**src/bcd_counter_params.svh**
```systemverilog
// Purpose: offsets, field positions, reset values of the decade counter
// Assumes: 5-bit byte address, one 32-bit word per register
// Notes:   definitions only
`ifndef BCD_COUNTER_PARAMS_SVH
`define BCD_COUNTER_PARAMS_SVH

`define CTRL_OFFSET       5'h00
`define PRESET_OFFSET     5'h04
`define STATUS_OFFSET     5'h08
`define STEP_OFFSET       5'h0c

`define CTRL_CLEAR_BIT    0
`define CTRL_LOAD_BIT     1
`define CTRL_PCE_BIT      2
`define CTRL_TCE_BIT      3
`define CTRL_RESET        4'h3
`define PRESET_RESET      4'h0

`define STATUS_TC_BIT     4
`define STATUS_ASYNC_BIT  5
`define STATUS_MODE_LSB   6
`define STEP_BIT          0

`define BCD_FIRST         4'h0
`define BCD_LAST          4'h9
`define BCD_NINE_PATTERN  4'b1001

`define RESP_OKAY         2'b00
`define RESP_SLVERR       2'b10

`endif

```
**src/bcd_counter_pkg.sv**
```systemverilog
// Purpose: shared types of the decade counter
// Assumes: nothing
// Notes:   constants live in bcd_counter_params.svh
package bcd_counter_pkg;

  typedef logic [3:0] bcd_t;

  typedef enum logic [1:0]
  {
    MODE_CLEAR = 2'b00,
    MODE_LOAD  = 2'b01,
    MODE_COUNT = 2'b10,
    MODE_HOLD  = 2'b11
  } mode_t;

endpackage

```
**src/count_if.sv**
```systemverilog
// Purpose: control and result signals between bus front end and core
// Assumes: one clock, aclk
// Notes:   step is a one-cycle pulse standing for a counting clock edge
interface count_if;

  logic                   step;
  logic                   clear_n;
  logic                   load_enable_n;
  logic                   parallel_count_enable;
  logic                   trickle_count_enable;
  bcd_counter_pkg::bcd_t  preset;
  bcd_counter_pkg::bcd_t  count;
  logic                   terminal_count_out;
  bcd_counter_pkg::mode_t mode;

  modport control
  (
    output step,
    output clear_n,
    output load_enable_n,
    output parallel_count_enable,
    output trickle_count_enable,
    output preset,
    input  count,
    input  terminal_count_out,
    input  mode
  );

  modport core
  (
    input  step,
    input  clear_n,
    input  load_enable_n,
    input  parallel_count_enable,
    input  trickle_count_enable,
    input  preset,
    output count,
    output terminal_count_out,
    output mode
  );

endinterface

```
**src/bcd_core.sv**
```systemverilog
// Purpose: presettable BCD decade counter stage
// Assumes: step pulses mark counting edges; controls stable at aclk edges
// Notes:   ASYNC_CLEAR picks which single clear the stage obeys
`include "bcd_counter_params.svh"

module bcd_core
#(
  parameter bit ASYNC_CLEAR = 1'b1
)
(
  input wire logic aclk,
  input wire logic aresetn,
  count_if.core    ctl
);

  bcd_counter_pkg::bcd_t count_reg;
  bcd_counter_pkg::bcd_t next_count;
  bcd_counter_pkg::bcd_t incremented;
  wire                   async_hit;
  wire                   sync_hit;
  wire                   count_enable;
  wire                   is_nine;

  assign async_hit = ASYNC_CLEAR && !ctl.clear_n;
  assign sync_hit  = !ASYNC_CLEAR && !ctl.clear_n;

  assign count_enable = ctl.parallel_count_enable
                      & ctl.trickle_count_enable
                      & ctl.load_enable_n;

  assign ctl.mode = async_hit     ? bcd_counter_pkg::MODE_CLEAR :
                    sync_hit      ? bcd_counter_pkg::MODE_CLEAR :
                    !ctl.load_enable_n ? bcd_counter_pkg::MODE_LOAD :
                    count_enable  ? bcd_counter_pkg::MODE_COUNT :
                                    bcd_counter_pkg::MODE_HOLD;

  assign incremented = (count_reg == `BCD_LAST)  ? `BCD_FIRST :
                       (count_reg > `BCD_LAST)   ? {1'b0, count_reg[2:0]} :
                                                   count_reg + 4'h1;

  always_comb
  begin
    next_count = count_reg;
    case (ctl.mode)
      bcd_counter_pkg::MODE_CLEAR: next_count = `BCD_FIRST;
      bcd_counter_pkg::MODE_LOAD:  next_count = ctl.preset;
      bcd_counter_pkg::MODE_COUNT: next_count = incremented;
      bcd_counter_pkg::MODE_HOLD:  next_count = count_reg;
      default:                     next_count = count_reg;
    endcase
  end

  always_ff @(posedge aclk)
  begin
    if (!aresetn)
      count_reg <= `BCD_FIRST;
    else if (async_hit || ctl.step)
      count_reg <= next_count;
  end

  // async clear forces outputs low at once
  assign ctl.count = async_hit ? `BCD_FIRST : count_reg;

  assign is_nine = (ctl.count == `BCD_NINE_PATTERN);

  assign ctl.terminal_count_out = is_nine & ctl.trickle_count_enable;

endmodule

```
**src/bcd_decade_counter.sv**
```systemverilog
// Purpose: BCD decade counter with AXI4-Lite control and status
// Assumes: count_clock is synchronous to aclk; one access of each kind
// Notes:   counting edges come from count_clock rises or a step write
//          map: ctrl 0x00, preset 0x04, status 0x08, step 0x0c
//          ctrl bits: 0 clear_n, 1 load_enable_n, 2 parallel, 3 trickle
//          status bits: 3:0 count, 4 terminal, 5 async variant, 7:6 mode
//          status mode is what the next counting edge applies
//          unmapped words answer with a slave error
`include "bcd_counter_params.svh"

module bcd_decade_counter
#(
  parameter bit ASYNC_CLEAR = 1'b1
)
(
  input  wire logic        aclk,
  input  wire logic        aresetn,
  input  wire logic        awvalid,
  output wire logic        awready,
  input  wire logic [4:0]  awaddr,
  input  wire logic        wvalid,
  output wire logic        wready,
  input  wire logic [31:0] wdata,
  input  wire logic [3:0]  wstrb,
  output logic             bvalid,
  input  wire logic        bready,
  output logic [1:0]       bresp,
  input  wire logic        arvalid,
  output wire logic        arready,
  input  wire logic [4:0]  araddr,
  output logic             rvalid,
  input  wire logic        rready,
  output logic [31:0]      rdata,
  output logic [1:0]       rresp,
  input  wire logic        count_clock,
  input  wire logic        cascade_parallel_enable,
  input  wire logic        cascade_trickle_enable,
  output wire logic [3:0]  count_out,
  output wire logic        terminal_count_out
);

  count_if ctl ();

  logic [3:0]  ctrl;
  logic [3:0]  preset;
  logic        count_clock_q;
  logic        sw_step;
  logic        aw_held;
  logic [4:0]  aw_addr_q;
  logic        w_held;
  logic [31:0] w_data_q;
  logic [3:0]  w_strb_q;

  wire         aw_take;
  wire         w_take;
  wire         aw_have;
  wire         w_have;
  wire         wr_fire;
  wire [4:0]   wr_addr;
  wire [4:0]   wr_word;
  wire [31:0]  wr_data;
  wire [3:0]   wr_strb;
  wire         wr_lane0;
  wire         wr_ctrl_sel;
  wire         wr_preset_sel;
  wire         wr_status_sel;
  wire         wr_step_sel;
  wire         wr_mapped;
  wire         rd_fire;
  wire [4:0]   rd_word;
  wire         rd_ctrl_sel;
  wire         rd_preset_sel;
  wire         rd_status_sel;
  wire         rd_step_sel;
  wire         rd_mapped;
  wire [31:0]  status_word;
  wire [31:0]  rd_value;
  wire         pin_rise;
  wire         ctrl_we;
  wire         preset_we;
  wire         step_we;
  wire [1:0]   wr_resp;
  wire [1:0]   rd_resp;
  wire [31:0]  ctrl_word;
  wire [31:0]  preset_word;

  // write channels, address and data accepted in either order
  assign awready = !aw_held && !bvalid;
  assign wready  = !w_held && !bvalid;
  assign aw_take = awvalid && awready;
  assign w_take  = wvalid && wready;
  assign aw_have = aw_held || aw_take;
  assign w_have  = w_held || w_take;
  assign wr_fire = aw_have && w_have && !bvalid;

  assign wr_addr = aw_held ? aw_addr_q : awaddr;
  assign wr_data = w_held ? w_data_q : wdata;
  assign wr_strb = w_held ? w_strb_q : wstrb;

  // sub-word address bits ignored, every register is one aligned word
  assign wr_word       = {wr_addr[4:2], 2'b00};
  assign wr_lane0      = wr_strb[0];
  assign wr_ctrl_sel   = (wr_word == `CTRL_OFFSET);
  assign wr_preset_sel = (wr_word == `PRESET_OFFSET);
  assign wr_status_sel = (wr_word == `STATUS_OFFSET);
  assign wr_step_sel   = (wr_word == `STEP_OFFSET);
  assign wr_mapped     = wr_ctrl_sel | wr_preset_sel
                       | wr_status_sel | wr_step_sel;

  // register strobes; every field sits in byte lane 0
  assign ctrl_we   = wr_fire && wr_ctrl_sel && wr_lane0;
  assign preset_we = wr_fire && wr_preset_sel && wr_lane0;
  assign step_we   = wr_fire && wr_step_sel && wr_lane0;
  // status writes are accepted and dropped, only holes give an error
  assign wr_resp   = wr_mapped ? `RESP_OKAY : `RESP_SLVERR;

  // address held until its data partner arrives
  always_ff @(posedge aclk)
  begin
    if (!aresetn)
      aw_held <= 1'b0;
    else if (wr_fire)
      aw_held <= 1'b0;
    else if (aw_take)
      aw_held <= 1'b1;
  end

  always_ff @(posedge aclk)
  begin
    if (!aresetn)
      aw_addr_q <= 5'h00;
    else if (aw_take)
      aw_addr_q <= awaddr;
  end

  // data held until its address partner arrives
  always_ff @(posedge aclk)
  begin
    if (!aresetn)
      w_held <= 1'b0;
    else if (wr_fire)
      w_held <= 1'b0;
    else if (w_take)
      w_held <= 1'b1;
  end

  always_ff @(posedge aclk)
  begin
    if (!aresetn)
      w_data_q <= 32'h0000_0000;
    else if (w_take)
      w_data_q <= wdata;
  end

  always_ff @(posedge aclk)
  begin
    if (!aresetn)
      w_strb_q <= 4'h0;
    else if (w_take)
      w_strb_q <= wstrb;
  end

  // response stands until the master takes it
  always_ff @(posedge aclk)
  begin
    if (!aresetn)
      bvalid <= 1'b0;
    else if (wr_fire)
      bvalid <= 1'b1;
    else if (bready)
      bvalid <= 1'b0;
  end

  always_ff @(posedge aclk)
  begin
    if (!aresetn)
      bresp <= `RESP_OKAY;
    else if (wr_fire)
      bresp <= wr_resp;
  end

  // all fields sit in byte lane 0, other lanes carry nothing
  always_ff @(posedge aclk)
  begin
    if (!aresetn)
      ctrl <= `CTRL_RESET;
    else if (ctrl_we)
      ctrl <= wr_data[3:0];
  end

  always_ff @(posedge aclk)
  begin
    if (!aresetn)
      preset <= `PRESET_RESET;
    else if (preset_we)
      preset <= wr_data[3:0];
  end

  // software step: one counting edge, taken the cycle after the write
  always_ff @(posedge aclk)
  begin
    if (!aresetn)
      sw_step <= 1'b0;
    else
      sw_step <= step_we && wr_data[`STEP_BIT];
  end

  // pin is already synchronous, so a single delay finds its rise
  always_ff @(posedge aclk)
  begin
    if (!aresetn)
      count_clock_q <= 1'b0;
    else
      count_clock_q <= count_clock;
  end

  assign pin_rise = count_clock && !count_clock_q;
  assign ctl.step = pin_rise || sw_step;

  assign ctl.clear_n       = ctrl[`CTRL_CLEAR_BIT];
  assign ctl.load_enable_n = ctrl[`CTRL_LOAD_BIT];
  assign ctl.preset        = preset;

  assign ctl.parallel_count_enable = ctrl[`CTRL_PCE_BIT]
                                   & cascade_parallel_enable;
  assign ctl.trickle_count_enable  = ctrl[`CTRL_TCE_BIT]
                                   & cascade_trickle_enable;

  bcd_core
  #(
    .ASYNC_CLEAR (ASYNC_CLEAR)
  )
  u_core
  (
    .aclk    (aclk),
    .aresetn (aresetn),
    .ctl     (ctl.core)
  );

  assign count_out          = ctl.count;
  // decoding glitches possible downstream; never clock or reset from it
  assign terminal_count_out = ctl.terminal_count_out;

  // read channel
  assign arready = !rvalid;
  assign rd_fire = arvalid && arready;

  assign rd_word       = {araddr[4:2], 2'b00};
  assign rd_ctrl_sel   = (rd_word == `CTRL_OFFSET);
  assign rd_preset_sel = (rd_word == `PRESET_OFFSET);
  assign rd_status_sel = (rd_word == `STATUS_OFFSET);
  assign rd_step_sel   = (rd_word == `STEP_OFFSET);
  assign rd_mapped     = rd_ctrl_sel | rd_preset_sel
                       | rd_status_sel | rd_step_sel;
  assign rd_resp       = rd_mapped ? `RESP_OKAY : `RESP_SLVERR;

  assign ctrl_word   = {28'h000_0000, ctrl};
  assign preset_word = {28'h000_0000, preset};

  assign status_word = {24'h00_0000,
                        ctl.mode,
                        ASYNC_CLEAR,
                        ctl.terminal_count_out,
                        ctl.count};

  // step reads zero: it only launches an edge
  assign rd_value = rd_ctrl_sel   ? ctrl_word              :
                    rd_preset_sel ? preset_word            :
                    rd_status_sel ? status_word            :
                                    32'h0000_0000;

  // read answer stands until the master takes it
  always_ff @(posedge aclk)
  begin
    if (!aresetn)
      rvalid <= 1'b0;
    else if (rd_fire)
      rvalid <= 1'b1;
    else if (rready)
      rvalid <= 1'b0;
  end

  // data captured at the take edge, so a later count does not tear it
  always_ff @(posedge aclk)
  begin
    if (!aresetn)
      rdata <= 32'h0000_0000;
    else if (rd_fire)
      rdata <= rd_value;
  end

  always_ff @(posedge aclk)
  begin
    if (!aresetn)
      rresp <= `RESP_OKAY;
    else if (rd_fire)
      rresp <= rd_resp;
  end

endmodule

```
**config.mk**
```make
export PLATFORM = sky130hd
export DESIGN_NAME = bcd_decade_counter
export DESIGN_NICKNAME = d
export VERILOG_FILES = /design/src/bcd_counter_pkg.sv /design/src/count_if.sv /design/src/bcd_core.sv /design/src/bcd_decade_counter.sv
export VERILOG_INCLUDE_DIRS = /design/src
export SDC_FILE = /design/constraint.sdc
export NUM_CORES = 1
export LEC_CHECK = 0
export BUFFER_PORTS_ARGS = -buffer_cell sky130_fd_sc_hd__buf_2
export CAP_MARGIN = 40
export CORE_MARGIN = 3
export CORE_UTILIZATION = 45
export CTS_BUF_LIST = sky130_fd_sc_hd__clkbuf_2
export DETAILED_ROUTE_END_ITERATION = 8
export MAX_ROUTING_LAYER = met4
export PLACE_DENSITY = 0.79
export SYNTH_ARGS = -nofsm -noshare
export SYNTH_HDL_FRONTEND = slang
export SYNTH_SLANG_ARGS = --single-unit
```
**constraint.sdc**
```tcl
create_clock -name aclk -period 2.1 [get_ports aclk]
set_input_delay 0 -clock aclk [delete_from_list [all_inputs] [get_ports aclk]]
set_output_delay 0 -clock aclk [all_outputs]
set_load 0.02 [all_outputs]
```
# After elaboration in Yosys (flattened, before gate mapping)

Cells that the tools add are included.
W data, S select, Z words.

Output and inout port bits: 46
Bits in registers: 64

Magnitude comparators: 1
Muxes and demuxes: 19
Reductions and logical operators: 33
Add/subtract/negate cells: 1
Eq/ne operators: 12
Bitwise operators: 13

Operator list:

| operator              | count |
|---|---|
| $mux W8               | 3 |
| $mux W4               | 4 |
| $logic_and A1 B1 Y1   | 15 |
| $eq A3 B2 Y1 const B  | 4 |
| $pmux W4 S3           | 1 |
| $logic_not A5 Y1      | 2 |
| $eq A4 B4 Y1 const B  | 2 |
| $mux W2               | 4 |
| $eq A3 B1 Y1 const B  | 2 |
| $logic_not A1 Y1      | 6 |
| $mux W1               | 6 |
| $or A1 B1 Y1          | 6 |
| $and A1 B1 Y1         | 5 |
| $mux W5               | 1 |
| $add A4 B1 Y4 const B | 1 |
| $eq A2 B2 Y1 const B  | 2 |
| $gt A4 B4 Y1 const B  | 1 |
| $logic_or A1 B1 Y1    | 4 |
| $reduce_bool A2 Y1    | 2 |
| $ne A3 B2 Y1 const B  | 1 |
| $reduce_and A3 Y1     | 1 |
| $eq A2 B1 Y1 const B  | 1 |
| $logic_not A2 Y1      | 1 |
| $not A1 Y1            | 2 |
| 2 further kinds       | 2 |

# Logic depth before layout (Yosys ltp)

Gate-level depths: netlist of the first run.

Word-level depth: 9
Depth in mapped cells: 8
Depth with buffers taken out: 8

# Modules after synthesis

Synthesis of the first run repeated with hierarchy kept, for this count alone.

Cells, all modules: 228
Area total of the unflattened synthesis: 2039.5 µm²

Modules (own cells, without submodules):

| module             | cells an instance | times used | area an instance (µm²) | sequential area each (µm²) |
|---|---|---|---|---|
| bcd_decade_counter | 177               | 1          | 1620.3                 | 640.6 |
| bcd_core           | 51                | 1          | 419.2                  | 80.1 |

# Worst setup path before layout of the first run

Ideal clock, no wire load.

Path kind: register -> register
Start: register ctrl[0]
End: register u_core.count_reg[3]
Library setup time: 0.071 ns
Stages on the path, launching flop included: 8
Buffers on the path: 1
Data arrival time: 1.782 ns
Path slack: 0.248 ns
Clock period less this slack: 1.852 ns
Cell sequence: dfxtp_1 > clkbuf_1 > and2_1 > ha_1 > nand2b_1 > or3_1 > a211o_1 > a21oi_1

Longest elaborated chain between the ends: 4
Elaborated cells between the ends (all ways): 10

Ends and longest elaborated chain:

| element                                             | line                      | text |
|---|---|---|
| from (decl)                                         | bcd_decade_counter.sv:44  | `logic [3:0] ctrl;` |
| from (signal assigned)                              | bcd_decade_counter.sv:186 | `` ctrl <= `CTRL_RESET; `` |
| from (signal assigned)                              | bcd_decade_counter.sv:188 | `ctrl <= wr_data[3:0];` |
| branches (longest 4 deep; another with $pmux W4 S3) | --                        |  |
| to (signal assigned)                                | bcd_core.sv:56            | `` count_reg <= `BCD_FIRST; `` |
| to (signal assigned)                                | bcd_core.sv:58            | `count_reg <= next_count;` |
| to (decl)                                           | bcd_core.sv:16            | `bcd_counter_pkg::bcd_t count_reg;` |

Parallel ways; which one is timed is not known.
A chain may end at the register's enable or synchronous reset.

# Final worst setup path of the first run

Start: register ctrl[2]
End: register u_core.count_reg[3]

Longest elaborated chain between the ends: 9
Elaborated cells between the ends (all ways): 13

Ends and longest elaborated chain:

| element                                             | line                      | text |
|---|---|---|
| $and A1 B1 Y1 (*)                                   | bcd_decade_counter.sv:224 | `` assign ctl.parallel_count_enable = ctrl[`CTRL_PCE_BIT] `` |
| $and A1 B1 Y1 (*)                                   | bcd_core.sv:28            | `& ctl.trickle_count_enable` |
| $and A1 B1 Y1 (*)                                   | bcd_core.sv:29            | `& ctl.load_enable_n;` |
| $mux W1 (*)                                         | bcd_core.sv:34            | `count_enable ? bcd_counter_pkg::MODE_COUNT :` |
| $mux W2 (*)                                         | bcd_core.sv:33            | `!ctl.load_enable_n ? bcd_counter_pkg::MODE_LOAD :` |
| $mux W2 (*)                                         | bcd_core.sv:31            | `assign ctl.mode = async_hit ? bcd_counter_pkg::MODE_CLEAR :` |
| branches (longest 3 deep; another with $pmux W4 S3) | --                        |  |

Mark *: on every way between the ends.

==> metrics.csv, run 1 <==
metric;value;unit
status;complete, no violations;
place_ws;0.264;ns
grt_max_degree;21;
rr_worst_depth;7;
synth_top_cell_area_share;35.1;%
largest_register_ffs;8;
grt_pass1_vias;1540;
viasPerCell;5.03;
cts.path.max_buffers;2;
start_kind;flip-flop;
place.gp.congestion;0.869;
synth_area;2060;sq um
worstPathArrival;2.16;ns
hp-class;in -> reg;
period_minus_slack;1.81;ns
critPathSlowestCell;dfxtp_1;
clock_sinks;36;
cts_tree;built;
die_x;73.6;um
grt-ovfl-total;0;
rsz0062_at_grt;no;
area_growth;15.5;%
antenna_found_initial;0;
start_util;48.9;%
pwr-share-clk;22.8;%
yosysSeqAreaShare;35.1;%
tightest_slew;0.624;ns
drt-initial-drc-count;78;
holdPathStages;3;
setup_viol;0;
finalNetCount;352;
portBuffers;40;
ys.flop_type;dfxtp_1;
drive_gt1_share;22.0;%
core_area;4200;sq um
grt_pass1_wl;6.94;mm
synth_area_leaders;dfxtp_1 (35%), buf_4 (9.5%), mux2i_1 (9.3%), nor2_1 (4.6%), a21oi_1 (3.9%);
htree_levels;2;
switchingPower;0.000434;W
ir_worst_vdd;0.000522;V
max_stage_delay;0.39;ns
io_pins;102;
dieArea;5420;sq um
antenna_cells;0;
finalCritPeriodShare;86.2;%
power_density;564;nW/um^2
post-dp-hpwl;3.09;mm
setup_ws;0.290;ns
cp_cell_sequence;nand3_1 -> o21ai_1 -> ha_1 -> nand2b_1 -> or3_1 -> a211o_1 -> a21oi_1;
cap_violations;0;
top_layer_used;met4;
row_count;23;
synth_cell_types;40;
dr_wl_met2;2.04;mm
switching_share;32.4;%
wl_met1;1.85;mm
hold_viol;0;
finalMaxSlewViolations;0;
min_to;rdata[0];
num_vias;1714;
rrSetupSlack;0.29;ns
synth-seq-cells;36;
max_freq;552;MHz
pwr-share-seq;55.2;%
avgSynthCellArea;8.71;sq um
syn_inst;236;
async_flop_share;0;%
p_int;0.000906;W
regMostFlops;rdata;
required;2.45;ns
yosys_warnings;0;
cp_max_fo;3;
synth_top_cell_by_area;dfxtp_1;
final_util;56.5;%
cts.reportedPaths.clkPinSlew;0.20;ns
r2r-end;u_core.count_reg[3];
r2r_start;ctrl[2];
hold_start;arvalid;
cp-end-kind;flip-flop;
worstSkewPairLatency;0.40;ns
drt_first_pass_iters;4;
path_class;reg -> reg;
wl_per_cell;12.3;um
die_h;73.6;um
fin_skew;0.0269;ns
slew_headroom;58.4;%
met3WireLength;281;um
numCtsBuffers;5;
p_comb_share;22.1;%
grtUsageTotal;17.1;%
synth_edf_count;0;
cts_root_buf;clkbuf_2;
finalWirelength;4.21;mm
ant_nets;0;
leakagePower;1.11;nW
setup_tns;0;ns
drc_errors;0;
metrics by stage:
step	power, W	cell area [sq um]	hold WS [ns]	instances
final	0.00134	2370	0.0357	341
after global routing	0.00141	2370	0.0437	341
after CTS	0.00135	2370	0.00704	341
after detailed placement	0.00103	2210	0.218	320
after global placement	0.00103	2210	0.215	320
after floorplan	0.00100	2150	0.122	261
critical path: cells and delay by family, from the launching register on:
family	cells	cell delay (ns)
flops	1	0.39
fa+ha+maj	1	0.22
compound gates	3	0.61
simple gates	3	0.53
power groups by stage:
stage | clock network (W) | logic, W | registers (W)
after floorplan | 0 | 0.000243 | 0.000762
after global placement | 0 | 0.000274 | 0.000752
after detailed placement | 0 | 0.000276 | 0.000754
after CTS | 0.000320 | 0.000295 | 0.000739
after global routing | 0.000342 | 0.000326 | 0.000745
final | 0.000305 | 0.000296 | 0.000740
worst max-delay path by stage:
stage / startpoint / end
6_report: ctrl[2] / u_core.count_reg[3]
5_1_grt: ctrl[2] / u_core.count_reg[2]
4_1_cts: ctrl[2] / u_core.count_reg[3]
3_5_place_dp: ctrl[3] / u_core.count_reg[3]
3_3_place_gp: ctrl[3] / u_core.count_reg[3]
2_1_floorplan: ctrl[0] / u_core.count_reg[3]
placed cells by master, fill, tap and decap left out, drive strengths merged, types with 2 or more instances in the layout:
master / netlist / layout
a32o: 3 / 3
nand4b: 3 / 3
clkbuf: 10 / 5
dfxtp: 36 / 36
nand2b: 5 / 5
a211o: 2 / 2
clkinv: 0 / 3
a21oi: 16 / 16
ha: 6 / 6
and2: 10 / 10
conb: 1 / 26
nor2b: 2 / 2
nor3: 5 / 5
inv: 8 / 8
nand2: 19 / 19
buf: 29 / 48
nand3b: 5 / 5
nor2: 25 / 25
a22o: 2 / 2
o21ai: 8 / 8
dlygate4sd3: 0 / 13
a22oi: 2 / 2
nor4: 2 / 2
mux2: 5 / 5
mux2i: 19 / 19
cells in the mapped netlist, drive strengths merged, types with 2 or more instances:
| master | count |
|---|---|
| a21oi | 16 |
| a22oi | 2 |
| dfxtp | 36 |
| nand2b | 5 |
| nor2b | 2 |
| nand3b | 5 |
| nor4 | 2 |
| inv | 8 |
| nor3 | 5 |
| ha | 6 |
| mux2 | 5 |
| and2 | 10 |
| o21ai | 8 |
| nor2 | 25 |
| buf | 29 |
| clkbuf | 10 |
| nand4b | 3 |
| a211o | 2 |
| nand2 | 19 |
| mux2i | 19 |
| a32o | 3 |
| a22o | 2 |
what timing repair did:
action / in CTS / in global routing
endpoints found under the hold margin: 20 / 0
gates resized for setup: 0 / 1
hold buffers: 13 / 0
setup buffers: 0 / 0
endpoints found under the setup margin: 0 / 3
cell families (layout without fill, tap and decap cells):
logic type	count (synthesis)	in the layout	share of synthesized area [%]
other	1	26	0.182
AND/OR/NAND/NOR	82	82	21.8
XOR/XNOR	1	1	0.426
adder cells (fa/ha/maj)	6	6	3.65
AO/OA/AOI/OAI	39	39	12.1
flip-flops	36	36	35.1
multiplexers	24	24	12.4
buffers and inverters	47	77	14.4
per-layer routing:
layer  vias up  track usage, %
met3         6            4.10
met5         -               -
met2        54            26.2
met1       789            21.6
met4         0            6.64
li1        865               -
area by class of cell:
class / instances / area (sq um)
multi-input cells: 178 / 1130
repair buffers: 61 / 390
flip-flops and latches: 36 / 721
fillers: 387 / 1830
well taps: 50 / 62.6
inverters: 8 / 30.0
clock inverters: 3 / 13.8
clock buffers: 5 / 25.0
(Power assumes the default switching activity.)
==> run 2: changes to the inputs <==
- CORE_UTILIZATION: 45 -> 41
- PLACE_DENSITY: 0.79 -> 0.73
==> run 2 against run 1 <==
Against the previous run: global-route usage decreased by 1.6 points; setup slack worse by 0.15 ns; fmax decreased by 7.5%; cell count increased by 5.6%; first-iteration DRC count down 14%; routed wire length is 2.2% higher; critical path type unchanged; highest routed layer unchanged.
==> metrics.csv, run 2 (synthesized netlist as in run 1, its figures left out) <==
metric;value;unit
worstPathArrival;2.30;ns
cts.reportedPaths.clkPinSlew;0.22;ns
rsz0062_at_grt;no;
power_density;611;nW/um^2
cp_max_fo;4;
finalNetCount;354;
place.gp.congestion;0.894;
hold_viol;0;
io_pins;102;
final_util;51.1;%
multiInputGateArea;1130;sq um
dp.cells;336;
max_freq;511;MHz
grt-ovfl-total;0;
path_class;reg -> reg;
ir_worst_vdd;0.000419;V
p_int;0.00103;W
max_stage_delay;0.43;ns
drive_gt1_share;21.8;%
wl_per_cell;11.9;um
r2r_start;ctrl[3];
regMostFlops;rdata;
start_util;43.0;%
critPathSlowestCell;dfxtp_1;
path_delay_family;compound AO/OA/AOI/OAI gates;
clock_sinks;36;
portBuffers;40;
fin_skew;0.0373;ns
tightest_slew;0.577;ns
largest_register_ffs;8;
finalWirelength;4.30;mm
antenna_found_initial;0;
regArea;721;sq um
pwr-share-seq;49.4;%
cts_tree;built;
worstSetupStartpoint;ctrl[3];
die_h;76.8;um
row_count;25;
pwr-share-clk;30.4;%
switching_share;30.9;%
finalCritPeriodShare;93.2;%
ant_nets;0;
grtUsageTotal;15.5;%
numCtsBuffers;5;
hp-class;in -> reg;
drt_first_pass_iters;4;
num_vias;1709;
final_common_cell;buf_2;
layout_common_cells;buf_2 (40), dfxtp_1 (36), conb_1 (26);
status;complete, no violations;
grt_pass1_vias;1568;
place_ws;0.126;ns
htree_levels;2;
dieArea;5900;sq um
hold_start;araddr[2];
fillers;464;
cp-end-kind;flip-flop;
cts.path.max_buffers;2;
post-dp-hpwl;3.13;mm
setup_viol;0;
drc_errors;0;
slew_headroom;61.5;%
die_x;76.8;um
setup_tns;0;ns
cap_violations;0;
area_growth;19.1;%
fin_cells;360;
grt_max_degree;21;
viasPerCell;4.75;
grt_pass1_wl;7.24;mm
setup_ws;0.144;ns
postCtsSetupRepairBufs;0;
worstSkewPairLatency;0.42;ns
period_minus_slack;1.96;ns
cts_root_buf;clkbuf_2;
finalMaxSlewViolations;0;
whs;0.0425;ns
switchingPower;0.000462;W
required;2.44;ns
antenna_cells;0;
p_comb_share;20.2;%
cp_cell_sequence;nand2_1 -> o21ai_1 -> ha_1 -> nand2b_1 -> or3_1 -> a211o_1 -> a21oi_1;
drt-initial-drc-count;67;
core_area;4790;sq um
cp_num_buf_inv;0;
start_kind;flip-flop;
leakagePower;1.12;nW
[run 2: cell type report]
| class | instances | area share (%) |
|---|---|---|
| clock inverter | 3 | 1.74 |
| sequential | 36 | 29.4 |
| tap | 67 | 3.43 |
| clock buffer | 5 | 1.02 |
| timing repair buffer | 63 | 16.9 |
| inverter | 8 | 1.23 |
| multi-input combinational | 178 | 46.3 |
[run 2: path summary, 6_finish.rpt]
check / to / slack (ns) / depth (start not counted)
setup reg to reg: u_core.count_reg[3] / 0.14 / 7
hold reg to reg: rdata[6] / 0.47 / 2
setup / recovery: u_core.count_reg[3] / 0.14 / 7
hold / removal: rdata[3] / 0.04 / 3
[run 2: routing by layer]
| layer | global-route usage (%) | wire, um |
|---|---|---|
| met1 | 18.5 | 1880 |
| met5 | - | 0 |
| met3 | 2.93 | 231 |
| met4 | 6.52 | 90 |
| met2 | 25.4 | 2090 |
[run 2: repair_timing]
action	CTS	global route
hold buffers	16	0
endpoints found under the hold margin	22	0
gates resized for setup	0	1
endpoints found under the setup margin	0	4
[run 2: power groups by stage]
stage | clock [W] | sequential [W] | combinational, W
after floorplan | 0 | 0.000762 | 0.000243
after global placement | 0 | 0.000752 | 0.000274
after detailed placement | 0 | 0.000753 | 0.000278
after CTS | 0.000469 | 0.000739 | 0.000302
after global routing | 0.000492 | 0.000745 | 0.000330
final | 0.000454 | 0.000739 | 0.000302
[run 2: worst reg2reg max path, stage by stage, from the launching register on]
cell,delay [ns]
dfxtp_1,0.43
nand2_1,0.06
o21ai_1,0.27
ha_1,0.24
nand2b_1,0.09
or3_1,0.35
a211o_1,0.29
a21oi_1,0.13
[run 2: metrics by stage]
| step | total power, W | area, sq um |
|---|---|---|
| 3_5_place_dp | 0.00103 | 2220 |
| 3_3_place_gp | 0.00103 | 2220 |
| 4_1_cts | 0.00151 | 2450 |
| 5_1_grt | 0.00157 | 2450 |
| 6_report | 0.00150 | 2450 |
| 2_1_floorplan | 0.00100 | 2150 |
==> run 3: changes to the inputs <==
- clock period: 2.1 -> 2.4 ns (I/O delays scaled with it)
==> run 3 against run 2 <==
Against the previous run: setup slack gained 0.16 ns; non-clock buffer count fell by 9; die area unchanged; via count is 1.2% lower; fmax fell by 6.9%; cell area is 4.1% lower; clock-buffer cell count is 1 higher.
==> metrics.csv, run 3 (synthesized netlist as in run 1, its figures left out) <==
metric;value;unit
r2r_start;ctrl[1];
place.gp.congestion;0.886;
grt_pass1_vias;1455;
cts.reportedPaths.clkPinSlew;0.18;ns
ant_nets;0;
cap_violations;0;
grt_pass1_wl;6.70;mm
cp_max_fo;4;
rrSetupSlack;0.30;ns
min_to;rdata[0];
fin_area;2350;sq um
cp-end-kind;flip-flop;
num_vias;1688;
grt-ovfl-total;0;
final_util;49.0;%
cts_root_buf;clkbuf_2;
whs;0.0569;ns
finalNetCount;345;
rr_worst_depth;7;
hold_buffers;13;
core_area;4790;sq um
finalMaxSlewViolations;0;
numCtsBuffers;5;
worstSkewPairLatency;0.37;ns
slew_headroom;51.7;%
hold_viol;0;
holdPathStages;3;
drt-initial-drc-count;93;
leakagePower;1.07;nW
finalCritPeriodShare;87.5;%
hp-class;in -> reg;
antenna_cells;0;
htree_levels;2;
viasPerCell;4.81;
largest_register_ffs;8;
hold_start;arvalid;
post-dp-hpwl;3.05;mm
cts_tree;built;
grt_max_degree;25;
start_kind;flip-flop;
drc_errors;0;
r2r-end;u_core.count_reg[3];
max_freq;476;MHz
status;complete, no violations;
row_count;25;
regMostFlops;rdata;
area_growth;14.1;%
drive_gt1_share;20.1;%
path_class;reg -> reg;
die_h;76.8;um
required;2.71;ns
worstSetupStartpoint;ctrl[1];
fin_skew;0.00710;ns
portBuffers;40;
io_pins;102;
start_util;43.0;%
grtUsageTotal;14.3;%
tightest_slew;0.714;ns
ctsResizeCount;0;
worstPathArrival;2.41;ns
postCtsSetupRepairBufs;0;
power_density;501;nW/um^2
setup_tns;0;ns
rsz0062_at_grt;no;
clock_sinks;36;
final_common_cell;buf_2;
setup_viol;0;
layout_common_cells;buf_2 (40), dfxtp_1 (36), conb_1 (26);
wl_per_cell;11.8;um
drt_first_pass_iters;4;
finalWirelength;4.13;mm
die_x;76.8;um
cts.path.max_buffers;2;
antenna_found_initial;0;
period_minus_slack;2.10;ns
dieArea;5900;sq um
ir_worst_vdd;0.000358;V
place_area;2170;sq um
-- run 3: layer usage --
metal  vias to the layer above  part of all wire [%]  global-route usage (%)
li1                        854                     -                       -
met5                         -                     0                       -
met4                         0                   1.6                    5.98
met3                         5                   4.5                    2.23
met2                        43                    48                    22.8
met1                       786                    46                    18.1
-- run 3: worst max-delay path: stages, from the launching register on --
cell and delay (ns):
dfxtp_1 0.43, nand3_1 0.08, o21ai_0 0.36, ha_1 0.28, nand2b_1 0.10, or3_1 0.36, a211o_1 0.30, a21oi_1 0.14
-- run 3: layout make-up --
| type | count | area, sq um |
|---|---|---|
| Tap cell | 67 | 83.8 |
| Multi-Input combinational cell | 178 | 1130 |
| Fill cell | 459 | 2440 |
| Timing Repair Buffer | 54 | 338 |
| Clock buffer | 6 | 30.0 |
| Sequential cell | 36 | 721 |
| Clock inverter | 2 | 11.3 |
| Inverter | 8 | 30.0 |
-- run 3: metrics by stage --
stage / cells / power (W) / setup slack, ns
2_1_floorplan: 261 / 0.000879 / 0.548
4_1_cts: 351 / 0.00119 / 0.303
3_5_place_dp: 330 / 0.000895 / 0.355
3_3_place_gp: 330 / 0.000892 / 0.377
5_1_grt: 351 / 0.00124 / 0.148
6_report: 351 / 0.00118 / 0.299
-- run 3: worst max-delay path by stage --
stage / endpoint / depth (start not counted)
2_1_floorplan: u_core.count_reg[3] / 7
3_3_place_gp: u_core.count_reg[3] / 7
3_5_place_dp: u_core.count_reg[3] / 7
4_1_cts: u_core.count_reg[3] / 7
5_1_grt: u_core.count_reg[3] / 7
6_report: u_core.count_reg[3] / 7
-- run 3: power by group --
part | switching, W | internal, W
registers | 0.0000237 | 0.000626
logic | 0.000153 | 0.0000959
clock network | 0.000204 | 0.0000729
